==> src/hdl/bmps_cfg.svh <==
// Purpose: constants of the boot mode pin selector
// Assumes: 10 MHz clock, 64 sampled general purpose pins
// Notes: offsets are byte addresses of the plain register port
`ifndef BMPS_CFG_SVH
`define BMPS_CFG_SVH

// ****************************************
// register map
// ****************************************
`define BMPS_OFS_OTP_PIN 8'h00
`define BMPS_OFS_EMU_PIN 8'h04
`define BMPS_OFS_OTP_DEF_LO 8'h08
`define BMPS_OFS_OTP_DEF_HI 8'h0c
`define BMPS_OFS_EMU_DEF_LO 8'h10
`define BMPS_OFS_EMU_DEF_HI 8'h14
`define BMPS_OFS_CTRL 8'h18
`define BMPS_OFS_STATUS 8'h1c
`define BMPS_OFS_ACT_PIN 8'h20

// ****************************************
// fields and reset values
// ****************************************
`define BMPS_KEY_MSB 31
`define BMPS_KEY_LSB 24
`define BMPS_KEY 8'h5a
`define BMPS_OTP_ERASED 32'hffffffff
`define BMPS_EMU_RST 32'h00000000
`define BMPS_CTRL_EMU 0
`define BMPS_CTRL_RESTART 1
`define BMPS_GPIO_N 64

// ****************************************
// mode definition codes
// ****************************************
`define BMPS_CODE_SERIAL 5'h01
`define BMPS_CODE_FLASH 5'h03
`define BMPS_CODE_I2C 5'h07
`define BMPS_DEF_DEFAULT 32'h03210701
`define BMPS_FLASH_ENTRY 32'h00080000

// ****************************************
// pins
// ****************************************
`define BMPS_DEF_PIN0 8'h18
`define BMPS_DEF_PIN1 8'h20
`define BMPS_SER_RX_TABLE 32'h2212101c
`define BMPS_SER_TX_TABLE 32'h2313111d
`define BMPS_I2C_SDA 8'h20
`define BMPS_I2C_SCL 8'h21

// ****************************************
// timing
// ****************************************
`define BMPS_CLK_NS 100
`define BMPS_SETTLE_NS 1000
`define BMPS_SETTLE_CYC ((`BMPS_SETTLE_NS + `BMPS_CLK_NS - 1) / `BMPS_CLK_NS)

`endif

==> src/hdl/bmps_pkg.sv <==
// Purpose: types of the boot mode pin selector
// Assumes: constants live in bmps_cfg.svh
// Notes: none
`default_nettype none
package bmps_pkg;

    typedef enum logic [3:0] {
        ST_IDLE = 4'h1,
        ST_SETTLE = 4'h2,
        ST_DECIDE = 4'h4,
        ST_DONE = 4'h8
    } bmps_state_t;

    typedef enum logic [1:0] {
        SRC_NONE = 2'h0,
        SRC_FLASH = 2'h1,
        SRC_SERIAL = 2'h2,
        SRC_I2C = 2'h3
    } bmps_src_t;

endpackage
`default_nettype wire

==> src/hdl/bmps_sync.sv <==
// Purpose: three-stage pin synchroniser with agreement filter
// Assumes: inputs asynchronous to i_clk
// Notes: output follows once stages two and three agree
`timescale 1ns/100ps
`default_nettype none
module bmps_sync #(
    parameter int W = 64
) (
    input wire logic i_clk,
    input wire logic i_rst,
    input wire logic [W-1:0] i_async,
    output logic [W-1:0] o_stable
);
    logic [W-1:0] s1_r;
    logic [W-1:0] s2_r;
    logic [W-1:0] s3_r;

    always_ff @(posedge i_clk) begin
        if (i_rst) begin
            s1_r <= '0;
            s2_r <= '0;
            s3_r <= '0;
        end else begin
            s1_r <= i_async;
            s2_r <= s1_r;
            s3_r <= s2_r;
        end
    end

    // per bit: take the new level only when two stages agree
    always_ff @(posedge i_clk) begin
        if (i_rst) begin
            o_stable <= '0;
        end else begin
            o_stable <= (s2_r & s3_r) | (o_stable & (s2_r | s3_r));
        end
    end
endmodule
`default_nettype wire

==> src/hdl/bmps_top.sv <==
// Purpose: picks boot source from strap pins and configuration
// Assumes: plain register port, one clock, synchronous reset
// Notes: one time words accept a single write after reset
`timescale 1ns/100ps
`default_nettype none
`include "bmps_cfg.svh"
module bmps_top
    import bmps_pkg::*;
(
    input wire logic i_clk,
    input wire logic i_rst,
    input wire logic [`BMPS_GPIO_N-1:0] i_gpio,
    input wire logic [7:0] i_addr,
    input wire logic [31:0] i_wdata,
    input wire logic i_wr,
    input wire logic i_rd,
    output logic [31:0] o_rdata,
    output logic o_boot_done,
    output logic [1:0] o_boot_src,
    output logic [2:0] o_boot_mode,
    output logic [31:0] o_entry_addr,
    output logic o_jump,
    output logic [7:0] o_pin_a,
    output logic [7:0] o_pin_b
);

    // ****************************************
    // pin synchroniser
    // ****************************************
    logic [`BMPS_GPIO_N-1:0] gpio_s;

    bmps_sync #(
        .W(`BMPS_GPIO_N)
    ) u_sync (
        .i_clk(i_clk),
        .i_rst(i_rst),
        .i_async(i_gpio),
        .o_stable(gpio_s)
    );

    function automatic logic pin_at(
        input logic [`BMPS_GPIO_N-1:0] v,
        input logic [7:0] idx
    );
        logic r;
        r = 1'b0;
        if (idx < 8'(`BMPS_GPIO_N)) begin
            r = v[idx[5:0]];
        end
        return r;
    endfunction

    // ****************************************
    // configuration registers
    // ****************************************
    logic [31:0] otp_pin_r;
    logic [31:0] emu_pin_r;
    logic [63:0] otp_def_r;
    logic [63:0] emu_def_r;
    logic otp_pin_lock_r;
    logic otp_def_lo_lock_r;
    logic otp_def_hi_lock_r;
    logic use_emu_r;
    logic restart_r;

    logic wr_otp_pin;
    logic wr_otp_lo;
    logic wr_otp_hi;

    assign wr_otp_pin = i_wr && i_addr == `BMPS_OFS_OTP_PIN;
    assign wr_otp_lo = i_wr && i_addr == `BMPS_OFS_OTP_DEF_LO;
    assign wr_otp_hi = i_wr && i_addr == `BMPS_OFS_OTP_DEF_HI;

    // one time words: first write sticks until reset
    always_ff @(posedge i_clk) begin
        if (i_rst) begin
            otp_pin_r <= `BMPS_OTP_ERASED;
            otp_pin_lock_r <= 1'b0;
        end else if (wr_otp_pin && !otp_pin_lock_r) begin
            otp_pin_r <= i_wdata;
            otp_pin_lock_r <= 1'b1;
        end
    end

    always_ff @(posedge i_clk) begin
        if (i_rst) begin
            otp_def_r <= {`BMPS_OTP_ERASED, `BMPS_OTP_ERASED};
            otp_def_lo_lock_r <= 1'b0;
            otp_def_hi_lock_r <= 1'b0;
        end else begin
            if (wr_otp_lo && !otp_def_lo_lock_r) begin
                otp_def_r[31:0] <= i_wdata;
                otp_def_lo_lock_r <= 1'b1;
            end
            if (wr_otp_hi && !otp_def_hi_lock_r) begin
                otp_def_r[63:32] <= i_wdata;
                otp_def_hi_lock_r <= 1'b1;
            end
        end
    end

    // emulation copies, freely writable
    always_ff @(posedge i_clk) begin
        if (i_rst) begin
            emu_pin_r <= `BMPS_EMU_RST;
        end else if (i_wr && (i_addr == `BMPS_OFS_EMU_PIN ||
                              i_addr == `BMPS_OFS_ACT_PIN)) begin
            emu_pin_r <= i_wdata;
        end
    end

    always_ff @(posedge i_clk) begin
        if (i_rst) begin
            emu_def_r <= {`BMPS_EMU_RST, `BMPS_EMU_RST};
        end else if (i_wr && i_addr == `BMPS_OFS_EMU_DEF_LO) begin
            emu_def_r[31:0] <= i_wdata;
        end else if (i_wr && i_addr == `BMPS_OFS_EMU_DEF_HI) begin
            emu_def_r[63:32] <= i_wdata;
        end
    end

    // control: copy select level, restart pulse
    always_ff @(posedge i_clk) begin
        if (i_rst) begin
            use_emu_r <= 1'b0;
            restart_r <= 1'b0;
        end else begin
            restart_r <= 1'b0;
            if (i_wr && i_addr == `BMPS_OFS_CTRL) begin
                use_emu_r <= i_wdata[`BMPS_CTRL_EMU];
                restart_r <= i_wdata[`BMPS_CTRL_RESTART];
            end
        end
    end

    // ****************************************
    // mode decode
    // ****************************************
    logic [31:0] act_pin;
    logic [63:0] act_def;
    logic custom_ok;
    logic [2:0] mode_nxt;
    logic [7:0] def_byte;
    logic [4:0] def_code;
    logic [1:0] ser_opt;
    bmps_src_t src_nxt;
    logic [7:0] pin_a_nxt;
    logic [7:0] pin_b_nxt;

    assign act_pin = use_emu_r ? emu_pin_r : otp_pin_r;
    assign act_def = use_emu_r ? emu_def_r : otp_def_r;

    assign custom_ok = act_pin[`BMPS_KEY_MSB:`BMPS_KEY_LSB] == `BMPS_KEY;

    always_comb begin
        if (custom_ok) begin
            mode_nxt = {pin_at(gpio_s, act_pin[23:16]),
                        pin_at(gpio_s, act_pin[15:8]),
                        pin_at(gpio_s, act_pin[7:0])};
        end else begin
            mode_nxt = {1'b0,
                        pin_at(gpio_s, `BMPS_DEF_PIN1),
                        pin_at(gpio_s, `BMPS_DEF_PIN0)};
        end
    end

    // default set: 11 flash, x0 serial, 01 i2c
    always_comb begin
        if (custom_ok) begin
            def_byte = act_def[{mode_nxt, 3'h0} +: 8];
        end else begin
            def_byte = 8'(`BMPS_DEF_DEFAULT >> {mode_nxt[1:0], 3'h0});
        end
    end

    assign def_code = def_byte[4:0];
    assign ser_opt = def_byte[6:5];

    always_comb begin
        src_nxt = SRC_NONE;
        pin_a_nxt = 8'h00;
        pin_b_nxt = 8'h00;
        case (def_code)
            `BMPS_CODE_SERIAL: begin
                src_nxt = SRC_SERIAL;
                pin_a_nxt = 8'(`BMPS_SER_RX_TABLE >> {ser_opt, 3'h0});
                pin_b_nxt = 8'(`BMPS_SER_TX_TABLE >> {ser_opt, 3'h0});
            end
            `BMPS_CODE_FLASH: begin
                src_nxt = SRC_FLASH;
            end
            `BMPS_CODE_I2C: begin
                src_nxt = SRC_I2C;
                pin_a_nxt = `BMPS_I2C_SDA;
                pin_b_nxt = `BMPS_I2C_SCL;
            end
            default: begin
                src_nxt = SRC_NONE;
            end
        endcase
    end

    // ****************************************
    // boot sequence
    // ****************************************
    localparam logic [7:0] SETTLE_CYC = 8'(`BMPS_SETTLE_CYC);

    bmps_state_t state_r;
    bmps_state_t state_nxt;
    logic [7:0] wait_r;

    always_comb begin
        state_nxt = state_r;
        case (state_r)
            ST_IDLE: begin
                state_nxt = ST_SETTLE;
            end
            ST_SETTLE: begin
                if (wait_r == SETTLE_CYC) begin
                    state_nxt = ST_DECIDE;
                end
            end
            ST_DECIDE: begin
                state_nxt = ST_DONE;
            end
            ST_DONE: begin
                if (restart_r) begin
                    state_nxt = ST_SETTLE;
                end
            end
            default: begin
                state_nxt = ST_IDLE;
            end
        endcase
    end

    always_ff @(posedge i_clk) begin
        if (i_rst) begin
            state_r <= ST_IDLE;
        end else begin
            state_r <= state_nxt;
        end
    end

    // settle time lets the pin filter fill before sampling
    always_ff @(posedge i_clk) begin
        if (i_rst) begin
            wait_r <= 8'h00;
        end else if (state_r == ST_SETTLE) begin
            wait_r <= wait_r + 8'h01;
        end else begin
            wait_r <= 8'h00;
        end
    end

    // ****************************************
    // decision outputs
    // ****************************************
    logic custom_r;
    logic err_r;
    logic [1:0] opt_r;

    always_ff @(posedge i_clk) begin
        if (i_rst) begin
            o_boot_src <= SRC_NONE;
            o_boot_mode <= 3'h0;
            o_pin_a <= 8'h00;
            o_pin_b <= 8'h00;
            o_entry_addr <= 32'h00000000;
            custom_r <= 1'b0;
            err_r <= 1'b0;
            opt_r <= 2'h0;
        end else if (state_r == ST_DECIDE) begin
            o_boot_src <= src_nxt;
            o_boot_mode <= mode_nxt;
            o_pin_a <= pin_a_nxt;
            o_pin_b <= pin_b_nxt;
            custom_r <= custom_ok;
            err_r <= src_nxt == SRC_NONE;
            opt_r <= ser_opt;
            if (src_nxt == SRC_FLASH) begin
                o_entry_addr <= `BMPS_FLASH_ENTRY;
            end else begin
                o_entry_addr <= 32'h00000000;
            end
        end
    end

    // done level and one cycle jump to the flash entry
    always_ff @(posedge i_clk) begin
        if (i_rst) begin
            o_boot_done <= 1'b0;
            o_jump <= 1'b0;
        end else begin
            o_boot_done <= state_nxt == ST_DONE;
            o_jump <= state_r == ST_DECIDE && src_nxt == SRC_FLASH;
        end
    end

    // ****************************************
    // register read
    // ****************************************
    logic [31:0] status;
    logic [31:0] rd_nxt;

    assign status = {20'h00000, err_r, otp_def_hi_lock_r && otp_def_lo_lock_r,
                     otp_pin_lock_r, opt_r, o_boot_mode, o_boot_src,
                     custom_r, o_boot_done};

    always_comb begin
        case (i_addr)
            `BMPS_OFS_OTP_PIN: rd_nxt = otp_pin_r;
            `BMPS_OFS_EMU_PIN: rd_nxt = emu_pin_r;
            `BMPS_OFS_OTP_DEF_LO: rd_nxt = otp_def_r[31:0];
            `BMPS_OFS_OTP_DEF_HI: rd_nxt = otp_def_r[63:32];
            `BMPS_OFS_EMU_DEF_LO: rd_nxt = emu_def_r[31:0];
            `BMPS_OFS_EMU_DEF_HI: rd_nxt = emu_def_r[63:32];
            `BMPS_OFS_CTRL: rd_nxt = {31'h00000000, use_emu_r};
            `BMPS_OFS_STATUS: rd_nxt = status;
            `BMPS_OFS_ACT_PIN: rd_nxt = act_pin;
            default: rd_nxt = 32'h00000000;
        endcase
    end

    // data stands only in the cycle after the read strobe
    always_ff @(posedge i_clk) begin
        if (i_rst) begin
            o_rdata <= 32'h00000000;
        end else if (i_rd) begin
            o_rdata <= rd_nxt;
        end else begin
            o_rdata <= 32'h00000000;
        end
    end

endmodule
`default_nettype wire

==> config.mk <==
export PLATFORM = sky130hd
export DESIGN_NAME = bmps_top
export DESIGN_NICKNAME = d
export VERILOG_FILES = /design/src/hdl/bmps_pkg.sv /design/src/hdl/bmps_sync.sv /design/src/hdl/bmps_top.sv
export VERILOG_INCLUDE_DIRS = /design/src /design/src/hdl
export SDC_FILE = /design/constraint.sdc
export NUM_CORES = 1
export LEC_CHECK = 0
export ABC_AREA = 1
export BUFFER_PORTS_ARGS = -buffer_cell sky130_fd_sc_hd__buf_2
export CORE_MARGIN = 2
export CORE_UTILIZATION = 43
export DETAILED_ROUTE_END_ITERATION = 10
export MAX_ROUTING_LAYER = met4
export PLACE_DENSITY_LB_ADDON = 0.05
export SYNTH_ARGS = -nofsm -noshare
export SYNTH_HDL_FRONTEND = slang
export SYNTH_SLANG_ARGS = --single-unit
==> constraint.sdc <==
create_clock -name i_clk -period 3.24 [get_ports i_clk]
set_input_delay 0 -clock i_clk [delete_from_list [all_inputs] [get_ports i_clk]]
set_output_delay 0 -clock i_clk [all_outputs]
set_load 0.03 [all_outputs]
==> results list, run 1 <==
* Overflow after GRT: 0
- After floorplanning, the core was sized to cover 50400 µm².
- Count of standard-cell rows: 82
- After layout, the design draws a total of 13.9 mW.
- Counting the buffers created by CTS gives 56.
- Of the available clock period, the critical path in the final layout requires 0.942.
- Slew at the pin closest to its max-slew limit: 1.08 ns
- In the routed design, unresolved DRC markers number 0.
- Gate count after technology mapping: 3044
- Setup violations remaining at the end of the flow were counted as 0.
- Routed signal wires occupy layers up through met4.
* Internal power of the cells: 10.7 mW
- Switching power: 3.18 mW
* Non-Filler Instances: 4052
- After synthesis, the cell types taking the most area are dfxtp_1 (47%), nand2_1 (9.7%), nand3_1 (7.1%).
* Number of max-cap violations: 0
* Cell taking the most area after synthesis: dfxtp_1
- After detailed routing, the number of vias per cell comes to 5.28.
- Highest attainable clock frequency: 327 MHz
* Post-synth top cells: nand2_1 (566), dfxtp_1 (513), inv_1 (393)
- DIE HEIGHT: 230 µm
- Share of total power in sequential cells: 0.465
* Async SR Flop Fraction: 0
- Number of global-route vias before repair: 19800
* Share of power burned in the clock network: 0.492
- After detailed routing, the met2 layer carries 39.2 mm of wire.
* Cell at the slowest stage of the critical path: dfxtp_4
* Status: complete, no violations
- Buffers added on ports: 158
* Final Critical Period: 3.05 ns
* Number of H-tree branching levels: 2
* Net total in the final layout: 3442
* First-pass GRT wire length: 118 mm
* Switching portion of total power: 0.228
- Yosys warning total: 0
- Post-synth EDFFs: 0
- Number of distinct standard cells referenced by the synthesized netlist: 47
* Buffer levels on the longest clock path: 3
- In this run the power density over the cells is 507 nW/µm².
* Post-placement cell area: 23800 µm²
- In this run the remaining antenna-violating nets after routing total 0.
- Endpoint arrival time on the critical path: 3.62 ns
- The critical path runs through a total of 22 cells.
- In this run the count of I/O pins placed on the die edge is 195.
- The tree built by TritonCTS fans out to 513 sinks.
- The first TritonRoute pass finished after 5 iterations.
* Average wire per standard cell: 19.6 µm
- Horizontal die dimension: 230 µm
* Count of buffering cells on the critical path with inverters included: 6
- Clock tree synthesis selected as its root buffer the cell clkbuf_16.
- In this run, placement finished with an instance count of 3817.
- Counting cells, the worst reg-to-reg path comes to 22.
- For this run, the slowest stage of the critical path takes 0.41 ns.
* Antenna diodes: 0
- Total count of hold-check failures in the final report: 0
* Post-Route Hold Slack: 0.0199 ns
- The critical path in this run is classified as reg -> reg.
- Largest voltage drop on the vdd net: 0.494 mV
- Clk_lat worst skew: 0.62 ns
- Slew Limit Fails: 0
- Met1 Wirelength: 32.5 mm
* Vias post-DR: 21400
- The die covers 53000 µm².
- After routing, the total negative slack on setup checks comes to 0 ns.
* Worst Path Max Fanout: 9
- Most frequently used flop master after synthesis: dfxtp_1
- Total Routed Length: 79.6 mm
- Unrepaired setup endpoints after global routing: true
* Share of power burned in combinational logic: 0.042
- From synthesis to final layout, the design area changed by 24.7%.
- The most common cell in the synthesized netlist is nand2_1.
- Hold Path Depth: 7
* Estimated wirelength of the detail-placed design: 51.7 mm
* Pin count of the biggest net entering global routing: 214
- Routability-driven placement finished with a final weighted congestion of 0.942.
- Area fraction of the dominant cell type after synthesis: 0.467
- Of the cells placed in the final design, the portion with a size suffix greater than 1 is 0.142.
* Seq/Total Area, Yosys: 0.467
* Per-instance average area after synthesis: 7.23 µm²
- Initial cell density of the core: 0.437
* GRT Resource Usage Total: 0.296
* Category of the worst setup path launch point: flop
- After synthesis the cells add up to 22000 µm².
- For this design the static power due to leakage is 11.6 nW.
- Number of inserted filler cells in the final layout: 4852
* Top delay family on crit path: simple AND/OR/NAND/NOR gates
- The finished cells cover 27400 µm².
- The tightest min-delay check is of the in -> reg type.
- Number of antenna violations at the first check in global routing: 0
- CTS tree: yes
* Worst-path clk slew: 0.06 ns
- Headroom to the max-slew limit: 0.279
- Data required time of the worst path: 3.81 ns
* Worst-path cell chain: buf_12, clkbuf_16, nand2_1, o21ai_4, inv_2, nand3_1, nand2_2, nand2_1, nand3_1, nand3_2, nand3_1, buf_4, inv_2, nand3_1, nand2_1, a21oi_4, nand3_2, nor2_4, nand2_1, nand3_1, nand2_1, inv_1
- Post-synthesis sequential element count: 513
- The worst setup path is captured at a flop.
- Starting DRT DRC Count: 1724
* Clock skew: 0.0165 ns
* Met3 Routed Length: 4.53 mm
[worst min-delay path: stages]
cell	delay (ns)
buf_2	0.12
inv_1	0.05
nor2_1	0.05
inv_1	0.06
nor2_1	0.07
nand3_1	0.17
nor3_1	0.06
[per-stage QoR]
| stage | worst slack, ns | util |
|---|---|---|
| 2_1_floorplan | 0.735 | - |
| 3_3_place_gp | 0.0344 | 0.472 |
| 3_5_place_dp | -0.0330 | 0.472 |
| 4_1_cts | 0.0474 | 0.533 |
| 5_1_grt | -0.0367 | 0.545 |
| 6_report | 0.186 | 0.545 |
[flip-flops by register name, indices dropped and copies added (netlist names), 2 cells and up]
name             cells
u_sync.s2_r         64
otp_def_r           64
otp_pin_r           32
o_pin_a              4
opt_r                2
state_r              4
emu_pin_r           32
emu_def_r           64
o_rdata             32
u_sync.s1_r         64
wait_r               8
u_sync.s3_r         64
u_sync.o_stable     64
o_boot_mode          3
[power by group through the flow]
stage          Combinational (mW)  Clock (mW)  Sequential [mW]
3_3_place_gp                0.475           0             6.61
2_1_floorplan               0.331           0             6.59
3_5_place_dp                0.482           0             6.61
4_1_cts                     0.578        6.96             6.47
6_report                    0.587        6.85             6.47
5_1_grt                     0.651        7.20             6.48
[cells by family (layout without fill, tap and decap cells)]
family	Yosys count	count (layout)	share of synthesized area
adder cells (fa/ha/maj)	2	2	0.00114
AO/OA/AOI/OAI	633	633	0.167
other	1	36	0.000170
buffers and inverters	618	918	0.122
AND/OR/NAND/NOR	1277	1278	0.243
flip-flops	513	513	0.467
[layout by cell type, fill, tap and decap left out, types with 5 or more instances in the layout]
cell type / netlist / routed
a2111oi_0: 5 / 5
a211oi_1: 7 / 7
a21oi_1: 212 / 210
a221oi_1: 29 / 29
a31oi_1: 7 / 7
buf_12: 1 / 23
buf_2: 19 / 157
buf_4: 54 / 104
buf_6: 15 / 8
bufinv_16: 0 / 6
clkbuf_1: 118 / 9
clkbuf_16: 0 / 65
clkbuf_8: 0 / 13
clkinv_1: 6 / 5
clkinv_2: 0 / 9
clkinvlp_4: 0 / 5
conb_1: 1 / 36
dfxtp_1: 513 / 512
dlygate4sd3_1: 0 / 103
inv_1: 393 / 390
inv_2: 9 / 8
nand2_1: 566 / 561
nand2_2: 6 / 6
nand2_4: 5 / 9
nand3_1: 311 / 294
nand3_2: 5 / 21
nand4_1: 7 / 7
nor2_1: 352 / 351
nor3_1: 12 / 8
o211ai_1: 57 / 57
o21ai_0: 239 / 238
o21ai_1: 12 / 11
o21ai_4: 7 / 9
o221ai_1: 7 / 7
o22ai_1: 34 / 34
[final timing paths]
kind	start	endpoint	slack [ns]
setup / recovery	use_emu_r	o_pin_a[5]	0.19
hold / removal	i_addr[3]	restart_r	0.02
setup reg to reg	use_emu_r	o_pin_a[5]	0.19
hold reg to reg	u_sync.s1_r[22]	u_sync.s2_r[22]	0.40
[area by class of cell]
| cell class | count | area (µm²) | share of cell area |
|---|---|---|---|
| Tap cell | 672 | 841 | 0.0306 |
| Clock buffer | 80 | 1660 | 0.0606 |
| Inverter | 410 | 1570 | 0.0574 |
| Sequential cell | 513 | 10300 | 0.374 |
| Timing Repair Buffer | 402 | 3320 | 0.121 |
| Multi-Input combinational cell | 1949 | 9420 | 0.343 |
| Clock inverter | 26 | 345 | 0.0126 |
[what timing repair did]
action / CTS / global route
resized for setup: 2 / 57
endpoints found under the hold margin: 298 / 0
setup endpoints to repair: 2 / 11
buffers inserted: 0 / 17
hold buffers: 103 / 0
cloned: 0 / 9
pin swaps: 0 / 16
[routing by layer]
| layer | GRT usage | vias up |
|---|---|---|
| li1 | - | 10400 |
| met1 | 0.357 | 10000 |
| met3 | 0.0295 | 189 |
| met4 | 0.110 | 0 |
| met5 | - | - |
| met2 | 0.510 | 796 |
Note: power is estimated with default switching activity, not from simulation.
==> run 2, diff against run 1 <==
CORE_UTILIZATION = 40   (was 43)
==> results list, run 2 (synthesized netlist as in run 1, its figures left out) <==
- The depth of the critical timing path with buffers and inverters included came to 18 (was 22).
- Endpoint of the worst-slack reg-to-reg timing path: o_entry_addr[19] (was o_pin_a[5])
* Number of H-tree branching levels: 2 (unchanged)
* Flop-to-flop setup slack: 0.007 ns (was 0.19 ns)
- Clk_lat worst skew: 0.62 ns (about the same)
* Slew Limit Fails: 0 (unchanged)
- Number of global-route vias before repair: 19800 (about the same)
- Counting stages on the worst path, the most repeated cell is nand2_1.
- The kind of critical path is reg -> reg (unchanged).
* Most common library cell in the layout ignoring fill and taps: nand2_1 (unchanged)
* Slew at the pin closest to its max-slew limit: 1.21 ns (was 1.08 ns)
- TNS Setup: 0 ns (unchanged)
- Top delay family on crit path: simple AND/OR/NAND/NOR gates (unchanged)
* Worst-path clk slew: 0.06 ns (about the same)
- The number of cell instances on the worst register-to-register path was 18 (was 22).
* Kind of end point of the critical path: flop (unchanged)
- Overflow after GRT: 0 (unchanged)
* Starting DRT DRC Count: 1640 (was 1724)
* Final Worst Setup Slack: 0.00661 ns (was 0.186 ns)
- Worst-path cell chain: clkbuf_16, o21ai_0, buf_4, inv_1, nand3_1, nand3_2, nand3_4, nand2_8, nand2_4, nand2_1, nand3_2, nand2_2, a21oi_4, buf_4, nand2_1, nor2_1, nand4_1, nand2_1 (was buf_12, clkbuf_16, nand2_1, o21ai_4, inv_2, nand3_1, nand2_2, nand2_1, nand3_1, nand3_2, nand3_1, buf_4, inv_2, nand3_1, nand2_1, a21oi_4, nand3_2, nor2_4, nand2_1, nand3_1, nand2_1, inv_1)
- Estimated wirelength of the detail-placed design: 51.7 mm (about the same)
- The routed length on met2 was 38.2 mm (was 39.2 mm).
* Number of max-cap violations: 0 (unchanged)
- The critical-path maximum fanout came to 16 (was 9).
- Critical path's largest stage delay: 0.49 ns (was 0.41 ns)
- The clock skew after layout came to 0.0254 ns (was 0.0165 ns).
* Leading cell types in the layout, fill and taps excluded: nand2_1 (561), dfxtp_1 (512), inv_1 (392) (was nand2_1 (561), dfxtp_1 (512), inv_1 (390))
- Fraction of layout instances using a drive strength above 1: 0.143 (was 0.142)
* Horizontal die dimension: 239 µm (was 230 µm)
* Data required time of the worst path: 3.80 ns (was 3.81 ns)
- The TritonCTS clock tree is yes (unchanged).
* Setup-failing EPs final: 0 (unchanged)
- The deepest clock path buffer count came to 3 (unchanged).
* Final Critical Period: 3.23 ns (was 3.05 ns)
* Antenna Nets Post-Route: 0 (unchanged)
- The length of routed wiring on met1 is 33.1 mm (was 32.5 mm).
- Class of the tightest hold or removal check: in -> reg (unchanged)
* Net total in the final layout: 3451 (was 3442)
* Antenna diodes: 0 (unchanged)
- The amount of wire on met3 after detailed routing came to 4.66 mm (was 4.53 mm).
* Worst-case setup slack after placement: 0.0505 ns (was -0.0330 ns)
- The number of fill cells in the layout is 5371 (was 4852).
- The cell chosen for the clock root is clkbuf_16 (unchanged).
- The die height is 239 µm (was 230 µm).
- Number of DRC violations after detailed routing: 0 (unchanged)
- The final design utilization was 0.507 (was 0.545).
- Category of the worst setup path launch point: flop (unchanged)
- The maximum achievable frequency is 309 MHz (was 327 MHz).
- Count of buffering cells on the critical path with inverters included: 4 (was 6)
- Cell at the slowest stage of the critical path: o21ai_0 (was dfxtp_4)
- Clock sink count: 513 (unchanged)
- Total count of hold-check failures in the final report: 0 (unchanged)
* Origin of the worst setup path: use_emu_r (unchanged)
- Die Footprint: 56900 µm² (was 53000 µm²)
- The number of top-level pins is 195 (unchanged).
* Count of standard-cell rows: 85 (was 82)
* GRT Resource Usage Total: 0.274 (was 0.296)
- Post-Route Hold Slack: 0.0395 ns (was 0.0199 ns)
- Routed via count divided by cell count: 5.18 (was 5.28)
- Core area: 54100 µm² (was 50400 µm²)
* Initial cell density of the core: 0.407 (was 0.437)
* Length of the first detailed-routing pass in iterations: 6 (was 5)
- Leak pwr: 11.6 nW (about the same)
- Final weighted congestion in routability-driven placement: 0.912 (was 0.942)
* Pin count of the biggest net entering global routing: 182 (was 214)
- Vias post-DR: 21200 (was 21400)
* Number of antenna violations at the first check in global routing: 1 (was 0)
* Largest voltage drop on the vdd net: 0.434 mV (was 0.494 mV)
- The final worst-path cycle share came to 0.998 (was 0.942).
- The worst max-slew margin expressed relative to the limit was 0.195 (was 0.279).
* Unrepaired setup endpoints after global routing: true (unchanged)
- The TritonCTS buffer count was 56 (unchanged).
- The highest routed metal layer is met4 (unchanged).
* Average wire per standard cell: 19.1 µm (was 19.6 µm)
- The power density over cell area was 501 nW/µm² (was 507 nW/µm²).
* Endpoint arrival time on the critical path: 3.79 ns (was 3.62 ns)
* Status: complete, no violations (unchanged)
- The number of I/O port buffers is 158 (unchanged).
- FF-to-FF Start: use_emu_r (unchanged)
- The global-route wire length before repair is 117 mm (was 118 mm).
- Synthesis-to-finish area growth: 24.6% (was 24.7%)
* End point of the critical path: o_entry_addr[19] (was o_pin_a[5])
* Total Routed Length: 78.1 mm (was 79.6 mm)
[run 2: repair_timing]
item	CTS	global route
hold endpoints to repair	280	0
setup endpoints to repair	0	11
hold buffers	107	0
setup buffers	0	11
gates resized for setup	0	61
[run 2: cell type report]
class / count / area, µm² / share of cell area
clock buffers: 76 / 1650 / 0.0601
clock inverters: 26 / 302 / 0.0110
inverters: 410 / 1570 / 0.0573
multi-input cells: 1950 / 9420 / 0.343
flip-flops and latches: 513 / 10300 / 0.375
well taps: 696 / 871 / 0.0318
repair buffers: 410 / 3340 / 0.122
[run 2: tightest hold or removal path: stages]
cell	delay, ns
buf_2	0.09
nand3_1	0.07
buf_4	0.31
nor2_1	0.15
[run 2: layer usage]
layer | GRT usage | vias up
li1 | - | 10400
met1 | 0.339 | 9868
met2 | 0.466 | 748
met3 | 0.0350 | 136
met4 | 0.0830 | 0
met5 | - | -
[run 2: power breakdown]
group,internal [mW],switching (mW)
logic,0.227,0.361
clock network,3.97,2.71
registers,6.42,0.0520
[run 2: worst min-delay path by stage]
| stage | to | start | cells past startpoint | slack, ns |
|---|---|---|---|---|
| floorplan | u_sync.s1_r[0] | i_gpio[0] | 2 | 0.11 |
| global placement | u_sync.s1_r[53] | i_gpio[53] | 3 | 0.20 |
| detailed placement | u_sync.s1_r[38] | i_gpio[38] | 3 | 0.21 |
| CTS | o_rdata[30] | i_rd | 4 | 0.01 |
| global route | o_rdata[27] | i_rd | 4 | 0.04 |
| finish | o_rdata[30] | i_rd | 4 | 0.04 |
[run 2: through the flow]
step / power [mW] / area, µm² / instances
2_1_floorplan: 6.93 / 22100 / 3079
3_3_place_gp: 7.08 / 23800 / 3850
3_5_place_dp: 7.09 / 23800 / 3850
4_1_cts: 13.9 / 26900 / 4059
5_1_grt: 14.2 / 27400 / 4081
6_report: 13.7 / 27400 / 4081
